### config.mk
export PLATFORM = sky130hd
export DESIGN_NAME = mdsh_channel_control
export DESIGN_NICKNAME = d
export VERILOG_FILES = /design/src/include/mdsh_pkg.sv /design/src/hw/mdsh_gate_qualifier.sv /design/src/hw/mdsh_channel_control.sv
export SDC_FILE = /design/constraint.sdc
export NUM_CORES = 1
export LEC_CHECK = 0
export ABC_AREA = 1
export CAP_MARGIN = 20
export CORE_ASPECT_RATIO = 2
export CORE_MARGIN = 2
export CORE_UTILIZATION = 30
export CTS_BUF_LIST = sky130_fd_sc_hd__clkbuf_4 sky130_fd_sc_hd__clkbuf_8
export DETAILED_ROUTE_END_ITERATION = 7
export DONT_BUFFER_PORTS = 1
export PLACE_DENSITY_LB_ADDON = 0.3
export SLEW_MARGIN = 20
export SYNTH_ARGS = -nofsm -noshare
export SYNTH_HDL_FRONTEND = slang
export SYNTH_SLANG_ARGS = --single-unit
### constraint.sdc
create_clock -name clk -period 1.85 [get_ports clk]
set_input_delay 0.4625 -clock clk [delete_from_list [all_inputs] [get_ports clk]]
set_output_delay 0.4625 -clock clk [all_outputs]
set_load 0.01 [all_outputs]
### src/include/mdsh_pkg.sv
// Shared constants and types for the converter channel sequencing block
package mdsh_pkg;

    // Channel layout
    localparam int          NUM_OUT    = 32;
    localparam int          NUM_CHAN   = 33;
    localparam int          CODE_W     = 14;
    localparam int          IDX_W      = 6;
    localparam logic [5:0]  OFFSET_IDX = 6'h20;
    localparam logic [13:0] CODE_RESET = 14'h0000;
    localparam logic        BUSY_RESET = 1'h1;

    // Serial word layout, first bit received ends up most significant
    localparam int          WORD_SHORT     = 10;
    localparam int          WORD_LONG      = 24;
    localparam int          BITCNT_W       = 5;
    localparam int          MODE_MSB       = 9;
    localparam int          MODE_LSB       = 8;
    localparam int          CAL_BIT        = 7;
    localparam int          OFFSET_SEL_BIT = 6;
    localparam int          TEST_BIT       = 5;
    localparam int          ADDR_MSB       = 4;
    localparam int          ADDR_LSB       = 0;

    // Operating modes carried by the first two bits
    localparam logic [1:0]  MODE_SAMPLE_HOLD = 2'h0;
    localparam logic [1:0]  MODE_DIRECT      = 2'h1;
    localparam logic [1:0]  MODE_ACQ_READ    = 2'h2;
    localparam logic [1:0]  MODE_READ_ONLY   = 2'h3;

    // Timing at a 100 ns clock
    localparam int CLK_PERIOD_NS  = 100;
    localparam int RESET_MIN_NS   = 90;
    localparam int RESET_MAX_NS   = 200;
    localparam int ACQ_MAX_NS     = 16000;
    localparam int RESET_MIN_CYC  = (RESET_MIN_NS + CLK_PERIOD_NS - 1) / CLK_PERIOD_NS;
    localparam int RESET_MAX_CYC  = RESET_MAX_NS / CLK_PERIOD_NS;
    localparam int ACQ_CYC        = ACQ_MAX_NS / CLK_PERIOD_NS;
    localparam int LOWCNT_W       = 3;
    localparam int ACQCNT_W       = 8;

    typedef enum logic [1:0] {
        ST_IDLE,
        ST_ARMED,
        ST_ACQUIRE
    } mdsh_state_e;

endpackage : mdsh_pkg

### src/hw/mdsh_gate_qualifier.sv
// Hold/reset pin synchroniser and low-pulse width qualifier
module mdsh_gate_qualifier (
    // Clock and reset
    input  wire logic clk,
    input  wire logic reset_n,
    // Combined hold/reset pin
    input  wire logic trackResetPin,
    // Qualified results
    output logic      trackHigh,
    output logic      trackRise,
    output logic      resetPulse
);

    logic                            pinMeta_reg, pinSync_reg, pinPrev_reg;
    logic [mdsh_pkg::LOWCNT_W-1:0]   lowCount_reg, lowCount_next;
    logic                            trackHigh_reg, trackHigh_next;
    logic                            trackRise_reg, trackRise_next;
    logic                            resetPulse_reg, resetPulse_next;
    logic                            pinRise;

    localparam logic [mdsh_pkg::LOWCNT_W-1:0] MinCyc = 3'(mdsh_pkg::RESET_MIN_CYC);
    localparam logic [mdsh_pkg::LOWCNT_W-1:0] MaxCyc = 3'(mdsh_pkg::RESET_MAX_CYC);
    localparam logic [mdsh_pkg::LOWCNT_W-1:0] SatCyc = 3'(mdsh_pkg::RESET_MAX_CYC + 1);

    assign pinRise = pinSync_reg && !pinPrev_reg;

    always_comb begin
        lowCount_next   = lowCount_reg;
        trackHigh_next  = pinSync_reg;
        trackRise_next  = 1'h0;
        resetPulse_next = 1'h0;
        if (!pinSync_reg) begin
            // Saturate just past the reset window: anything longer is a gate
            if (lowCount_reg != SatCyc) begin
                lowCount_next = lowCount_reg + 3'h1;
            end
        end else begin
            lowCount_next = '0;
        end
        if (pinRise) begin
            if (lowCount_reg >= MinCyc && lowCount_reg <= MaxCyc) begin
                resetPulse_next = 1'h1;
            end else if (lowCount_reg > MaxCyc) begin
                trackRise_next = 1'h1;
            end
            // Shorter lows fall through with no effect
        end
    end

    always_ff @(posedge clk) begin
        pinMeta_reg <= trackResetPin;
        pinSync_reg <= pinMeta_reg;
        if (!reset_n) begin
            pinPrev_reg    <= 1'h1;
            lowCount_reg   <= '0;
            trackHigh_reg  <= 1'h1;
            trackRise_reg  <= 1'h0;
            resetPulse_reg <= 1'h0;
        end else begin
            pinPrev_reg    <= pinSync_reg;
            lowCount_reg   <= lowCount_next;
            trackHigh_reg  <= trackHigh_next;
            trackRise_reg  <= trackRise_next;
            resetPulse_reg <= resetPulse_next;
        end
    end

    assign trackHigh  = trackHigh_reg;
    assign trackRise  = trackRise_reg;
    assign resetPulse = resetPulse_reg;
endmodule : mdsh_gate_qualifier

### src/hw/mdsh_channel_control.sv
// Channel code storage, serial command decode and sample-and-hold sequencing
//
// Overview of operation
// - Power-on clears all 33 channel codes
// - Low pulse 90-200 ns resets everything but the gate qualifier
// - Low pulse under 90 ns is ignored
// - Longer low acts as acquire gate
// - Buffer follows input, then takes new code
// - Acquisition ends within 16 us
// - Code held until channel addressed again
// - Gate high: acquire as soon as addressed
// - Gate low: route input, wait for rise
// - Busy low throughout each acquisition
// - Direct mode loads 14-bit code by address
// - Code applied once address and code complete
// - Offset channel acquirable like output channels
// - Direct mode writes offset channel code
// - First two bits select operating mode
module mdsh_channel_control (
    // Clock and reset
    input  wire logic        clk,
    input  wire logic        reset_n,
    // Combined hold/reset pin
    input  wire logic        trackResetPin,
    // Serial port
    input  wire logic        sclk,
    input  wire logic        syncN,
    input  wire logic        serialIn,
    // Code from the acquisition converter, same clock
    input  wire logic [13:0] sampleCode,
    // Channel results
    output logic [13:0]      dacCode [mdsh_pkg::NUM_OUT],
    output logic [13:0]      offsetChannelOutput,
    output logic [32:0]      followInput,
    output logic             busyN
);

    localparam int AcqLim = mdsh_pkg::ACQ_CYC;

    logic trackHigh, trackRise, resetPulse, clearAll;

    mdsh_gate_qualifier u_gate (
        .clk           (clk),
        .reset_n       (reset_n),
        .trackResetPin (trackResetPin),
        .trackHigh     (trackHigh),
        .trackRise     (trackRise),
        .resetPulse    (resetPulse)
    );

    // Qualified reset pulse returns the serial port, sequencer and codes to power-on state; the gate qualifier keeps its state
    assign clearAll = !reset_n || resetPulse;

    function automatic logic [5:0] chanIndex(input logic [9:0] word);
        chanIndex = word[mdsh_pkg::OFFSET_SEL_BIT] ? mdsh_pkg::OFFSET_IDX
                                                   : {1'h0, word[mdsh_pkg::ADDR_MSB:mdsh_pkg::ADDR_LSB]};
    endfunction : chanIndex

    // Serial port pins, two flops each before use
    logic sclkMeta_reg, sclkSync_reg, sclkPrev_reg;
    logic syncMeta_reg, syncSync_reg, syncPrev_reg;
    logic dinMeta_reg,  dinSync_reg;
    logic sclkFall, syncFall;

    assign sclkFall = !sclkSync_reg && sclkPrev_reg;
    assign syncFall = !syncSync_reg && syncPrev_reg;

    logic                           frame_reg,    frame_next;
    logic [mdsh_pkg::BITCNT_W-1:0]  bitCount_reg, bitCount_next;
    logic [23:0]                    shift_reg,    shift_next;
    logic                           cmdPulse_reg, cmdPulse_next;
    logic                           dacPulse_reg, dacPulse_next;

    always_comb begin
        frame_next    = frame_reg;
        bitCount_next = bitCount_reg;
        shift_next    = shift_reg;
        cmdPulse_next = 1'h0;
        dacPulse_next = 1'h0;
        // Further frame-sync edges are ignored until the word is complete
        if (syncFall && !frame_reg) begin
            frame_next    = 1'h1;
            bitCount_next = '0;
        end else if (frame_reg && sclkFall) begin
            shift_next    = {shift_reg[22:0], dinSync_reg};
            bitCount_next = bitCount_reg + 5'h1;
            if (bitCount_next == 5'(mdsh_pkg::WORD_SHORT) &&
                shift_next[mdsh_pkg::MODE_MSB:mdsh_pkg::MODE_LSB] != mdsh_pkg::MODE_DIRECT) begin
                frame_next    = 1'h0;
                cmdPulse_next = 1'h1;
            end else if (bitCount_next == 5'(mdsh_pkg::WORD_LONG)) begin
                frame_next    = 1'h0;
                dacPulse_next = 1'h1;
            end
        end
    end

    always_ff @(posedge clk) begin
        sclkMeta_reg <= sclk;
        sclkSync_reg <= sclkMeta_reg;
        syncMeta_reg <= syncN;
        syncSync_reg <= syncMeta_reg;
        dinMeta_reg  <= serialIn;
        dinSync_reg  <= dinMeta_reg;
        if (clearAll) begin
            sclkPrev_reg <= 1'h1;
            syncPrev_reg <= 1'h1;
            frame_reg    <= 1'h0;
            bitCount_reg <= '0;
            shift_reg    <= '0;
            cmdPulse_reg <= 1'h0;
            dacPulse_reg <= 1'h0;
        end else begin
            sclkPrev_reg <= sclkSync_reg;
            syncPrev_reg <= syncSync_reg;
            frame_reg    <= frame_next;
            bitCount_reg <= bitCount_next;
            shift_reg    <= shift_next;
            cmdPulse_reg <= cmdPulse_next;
            dacPulse_reg <= dacPulse_next;
        end
    end

    // Shift register stays frozen after the frame, so words are read in place
    logic [9:0]  shortWord;
    logic [9:0]  longAddr;
    logic [13:0] longCode;
    logic [1:0]  cmdMode;
    logic        cmdAcquire;

    assign shortWord  = shift_reg[9:0];
    assign longAddr   = shift_reg[23:14];
    assign longCode   = shift_reg[13:0];
    assign cmdMode    = shortWord[mdsh_pkg::MODE_MSB:mdsh_pkg::MODE_LSB];
    assign cmdAcquire = cmdPulse_reg &&
                        (cmdMode == mdsh_pkg::MODE_SAMPLE_HOLD || cmdMode == mdsh_pkg::MODE_ACQ_READ);

    // Acquisition sequencer
    mdsh_pkg::mdsh_state_e          state_reg,    state_next;
    logic [5:0]                     acqIdx_reg,   acqIdx_next;
    logic [mdsh_pkg::ACQCNT_W-1:0]  acqCount_reg, acqCount_next;
    logic                           busyN_reg,    busyN_next;
    logic [32:0]                    follow_reg,   follow_next;
    logic                           acqDone;

    always_comb begin
        state_next    = state_reg;
        acqIdx_next   = acqIdx_reg;
        acqCount_next = acqCount_reg;
        busyN_next    = busyN_reg;
        follow_next   = follow_reg;
        acqDone       = 1'h0;
        if (cmdAcquire) begin
            // Readdressing restarts; the buffer follows the input meanwhile
            acqIdx_next   = chanIndex(shortWord);
            follow_next   = 33'h1 << chanIndex(shortWord);
            acqCount_next = '0;
            if (trackHigh) begin
                state_next = mdsh_pkg::ST_ACQUIRE;
                busyN_next = 1'h0;
            end else begin
                state_next = mdsh_pkg::ST_ARMED;
                busyN_next = 1'h1;
            end
        end else begin
            unique case (state_reg)
                mdsh_pkg::ST_IDLE: begin
                end
                mdsh_pkg::ST_ARMED: begin
                    if (trackRise) begin
                        state_next = mdsh_pkg::ST_ACQUIRE;
                        busyN_next = 1'h0;
                    end
                end
                mdsh_pkg::ST_ACQUIRE: begin
                    acqCount_next = acqCount_reg + 8'h1;
                    if (acqCount_reg == 8'(mdsh_pkg::ACQ_CYC - 1)) begin
                        acqDone     = 1'h1;
                        busyN_next  = 1'h1;
                        follow_next = '0;
                        state_next  = mdsh_pkg::ST_IDLE;
                    end
                end
            endcase
        end
    end

    always_ff @(posedge clk) begin
        if (clearAll) begin
            state_reg    <= mdsh_pkg::ST_IDLE;
            acqIdx_reg   <= '0;
            acqCount_reg <= '0;
            busyN_reg    <= mdsh_pkg::BUSY_RESET;
            follow_reg   <= '0;
        end else begin
            state_reg    <= state_next;
            acqIdx_reg   <= acqIdx_next;
            acqCount_reg <= acqCount_next;
            busyN_reg    <= busyN_next;
            follow_reg   <= follow_next;
        end
    end

    // Code storage: flops, so a held code never droops
    logic [13:0] chanCode_reg [mdsh_pkg::NUM_CHAN];
    logic [32:0] chanZero;
    logic [5:0]  dacIdx;

    assign dacIdx = chanIndex(longAddr);

    genvar gi;
    generate
        for (gi = 0; gi < mdsh_pkg::NUM_CHAN; gi++) begin : g_chan
            logic [13:0] code_next;
            always_comb begin
                code_next = chanCode_reg[gi];
                if (dacPulse_reg && dacIdx == 6'(gi)) begin
                    code_next = longCode;
                end else if (acqDone && acqIdx_reg == 6'(gi)) begin
                    code_next = sampleCode;
                end
            end
            always_ff @(posedge clk) begin
                if (clearAll) begin
                    chanCode_reg[gi] <= mdsh_pkg::CODE_RESET;
                end else begin
                    chanCode_reg[gi] <= code_next;
                end
            end
            assign chanZero[gi] = chanCode_reg[gi] == mdsh_pkg::CODE_RESET;
            if (gi < mdsh_pkg::NUM_OUT) begin : g_out
                assign dacCode[gi] = chanCode_reg[gi];
            end

        end
    endgenerate

    assign offsetChannelOutput = chanCode_reg[mdsh_pkg::NUM_OUT];
    assign followInput         = follow_reg;
    assign busyN               = busyN_reg;
endmodule : mdsh_channel_control

==> flow_summary.ini <==
[synth]
post_synth_instance_area_um2 = 25300
netlist-cell-type-count = 36
synthesis_warnings = 0
postSynth.asyncResetShare_pct = 0
yosys_most_used_dff = dfxtp_1
synth.ff_latch_count = 557
syn_nets = 3845
ys_seq_area_share_pct = 44.1
synth_cells = 3817
number_of_flops_mapped_to_enable_cells_by_yosys = 0
avg_inst_size_synth_um2 = 6.62

[status]
violations_in_the_final_reports = negative setup slack
run_status = complete, but fails checks

[drt]
drtIter0Drc = 2167
ant_nets = 0
via_per_inst = 5.18
routed_wl_per_cell_um = 23.5
drt_wl_total_um = 118000
pre_repair_dr_iteration_count = 6
route.detailed.drc = 0
dr_total_vias = 26000

[power_and_ir_drop]
p_sw_share_pct = 26.7
pwr-share-clk_pct = 45.2
total_leakage_power_uw = 0.0148
pwr_density_cell_nw_per_um2 = 790
net-switching-power_uw = 6830
seq_power_share_pct = 47.2
intPower_uw = 18800
power.ir.vdd_worst_v = 0.000673
power.combinational.fraction_pct = 7.6

[grt]
grt_pass1_vias = 23700
pin_count_of_the_biggest_net_entering_global_routing = 55
grt_pass1_wl_um = 167000
grt_resource_usage_total_pct = 26.1
grt_antenna_before_repair = 6
global_route.overflow_total = 0

[hold_path]
min_to = chanCode_reg[20][13]
min-delay-path-class = in2reg
worstHoldStart = sampleCode[13]
min_delay_path_depth = 5

[cts]
path_clk_slew_ps = 70
clockRootBuffer = clkbuf_8
clkLatencyLatePin_ps = 780
htree_num_levels = 3
clk_path_buf_depth = 3
number_of_buffers_added_by_the_clock_tree_synthesis_step = 86
cts_tree = built
cts_num_sinks = 557

[sta]
final_hold_viol_count = 0
slew_violations = 0
timing.final.setup_violations = 179
clock-skew-final_ps = 38.1
max-slew-margin-rel_pct = 44.8
worst-slew-pin-transition_ps = 828
finalCritPeriodShare_pct = 107
final.min_clock_period_ps = 1970
max_freq_mhz = 507
setup_ws_ps = -123
rsz0062_at_grt = true

[setup_path]
worstPathCellList = ha_4, inv_2, nor2_1, nand2_1, nor2_2, nand2_4, buf_12, inv_12, buf_12, nand2_4, and2_4, buf_12, nor2_4, nor2_1
critPathMaxFanout = 8
cp_top_delay_family = simple AND/OR/NAND/NOR gates
critical_path.startpoint_type = flip-flop
worst-endpoint-arrival_ps = 2620
crit_path_frequent_cell = buf_12
critical_path.reg2reg.endpoint = chanCode_reg[12][10]
timing.setup.critical_path_class = reg2reg
critical_path.endpoint_type = flip-flop
regToRegStartpoint = acqCount_reg[0]
path_buf_inv = 5
required_ps = 2500
worst_path_max_delay_cell = dfxtp_2
rrSetupSlack_ps = -120
highest_cell_delay_on_the_worst_timing_path_ps = 370
timing.reg2reg.worst_path_depth = 14

[final_layout]
area_growth_pct = 28.2
proportion_of_layout_cells_with_a_drive_suffix_above_1_pct = 19.1
finalCoreUtilization_pct = 38.8
fillCellCount = 8643
finish.net_count = 3915
largest_register_ff_count = 462

[floorplan]
die_outline_area_um2 = 86700
die_h_um = 415
initial_core_util_pct = 30.3
io_pins = 516
chipWidth_um = 209
core.rowCount = 150
coreArea_um2 = 83500

[placement]
io_buffers = 0
routability_cong = 0.861
place_hpwl_um = 72600
preCtsSetupSlack_ps = -590

[flow_run]
maxCapViolCount = 0
==> how the worst max path moves through the flow <==
stage	slack [ps]	start	endpoint	cells after the start
6_report	-120	acqCount_reg[0]	chanCode_reg[12][10]	14
5_1_grt	-190	acqCount_reg[0]	chanCode_reg[16][8]	14
4_1_cts	-100	acqCount_reg[1]	chanCode_reg[16][5]	14
3_5_place_dp	-590	acqCount_reg[0]	chanCode_reg[18][11]	12
3_3_place_gp	-640	acqCount_reg[0]	chanCode_reg[18][11]	12
2_1_floorplan	140	acqCount_reg[0]	chanCode_reg[4][10]	13
==> area by class of cell <==
| cell class | count | area, µm² | area share [%] |
|---|---|---|---|
| Timing Repair inverter | 6 | 75.1 | 0.232 |
| Multi-Input combinational cell | 2831 | 13400 | 41.3 |
| Tap cell | 1064 | 1330 | 4.11 |
| Antenna cell | 2 | 5.00 | 0.0154 |
| Timing Repair Buffer | 318 | 4230 | 13.1 |
| Clock buffer | 122 | 1560 | 4.81 |
| Sequential cell | 557 | 11200 | 34.4 |
| Inverter | 87 | 364 | 1.12 |
| Clock inverter | 28 | 298 | 0.919 |
==> kinds of logic after synthesis <==
family / Yosys count / share of synthesized area (%)
simple gates: 1769 / 26.8
compound gates: 1051 / 21.3
flops: 557 / 44.1
buf+inv: 430 / 7.36
fa+ha+maj: 8 / 0.396
xor+xnor: 2 / 0.0693
==> what timing repair did <==
action,CTS,global route
resized for setup,239,280
buffers inserted,25,7
cloned,13,9
endpoints found under the hold margin,475,0
pin swaps,31,78
endpoints found under the setup margin,464,462
hold buffers,20,0
==> layout by cell type (no fill, tap or decap), types with 14 or more instances in the layout <==
master / n
nand2_4: 26
buf_12: 91
nor2_1: 928
nor2_2: 75
inv_1: 60
buf_16: 17
nand2_1: 621
clkbuf_4: 19
o21ai_2: 56
dfxtp_1: 550
nand2_2: 34
nor2_4: 28
a21oi_1: 67
inv_2: 19
o21ai_1: 68
a21boi_4: 14
buf_6: 33
buf_4: 150
nand3_1: 19
clkbuf_8: 103
o21ai_0: 834
==> power groups by stage <==
stage	clock network (µW)	logic [µW]	registers [µW]
2_1_floorplan	0	915	12300
3_3_place_gp	0	1370	12300
3_5_place_dp	0	1380	12300
4_1_cts	11900	1860	12100
5_1_grt	12300	2060	12100
6_report	11600	1940	12100
==> synth_stat cells (2+ instances only) <==
cell	n	area share, %
nor3_1	10	0.20
xor2_1	2	0.069
o21ai_0	933	18
nor2_2	4	0.099
a211oi_1	3	0.089
inv_4	3	0.074
a21boi_2	15	0.67
o21ai_1	25	0.49
clkbuf_1	182	2.7
dfxtp_1	557	44
inv_2	4	0.059
and2_0	12	0.30
nor2_1	1025	15
a21boi_1	3	0.089
buf_2	130	2.6
nand2_1	684	10
nand3_1	23	0.46
a21oi_1	67	1.3
inv_1	78	1.2
ha_1	8	0.40
nor4_1	2	0.049
buf_1	16	0.24
buf_6	6	0.27
nand4_1	5	0.12
clkinv_1	2	0.030
buf_4	8	0.24
==> worst register-to-register path, stage by stage (launching register included) <==
cell and delay [ps]:
dfxtp_2 370, ha_4 150, inv_2 30, nor2_1 70
nand2_1 80, nor2_2 130, nand2_4 110, buf_12 180
inv_12 110, buf_12 120, nand2_4 60, and2_4 190
buf_12 150, nor2_4 90, nor2_1 50
==> metal layers <==
metal	vias up	track usage [%]	part of all wire, %
met5	-	0	0
met4	0	14.0	5.6
met3	292	6.77	8.1
met2	1126	45.4	49
met1	12100	28.8	37
li1	12500	-	-
==> metrics by stage <==
| stage | instance area, µm² | TNS, ps | instances | hold WS (ps) | total power (µW) |
|---|---|---|---|---|---|
| after global routing | 32400 | -32380 | 5014 | 199 | 26400 |
| final | 32400 | -7240 | 5015 | 196 | 25600 |
| after global placement | 27900 | -119390 | 4792 | 313 | 13700 |
| after floorplan | 25300 | 0 | 3817 | 310 | 13200 |
| after CTS | 31400 | -10820 | 4999 | 131 | 25800 |
| after detailed placement | 27900 | -106580 | 4792 | 312 | 13700 |
Power figures use the tool's default switching activity.
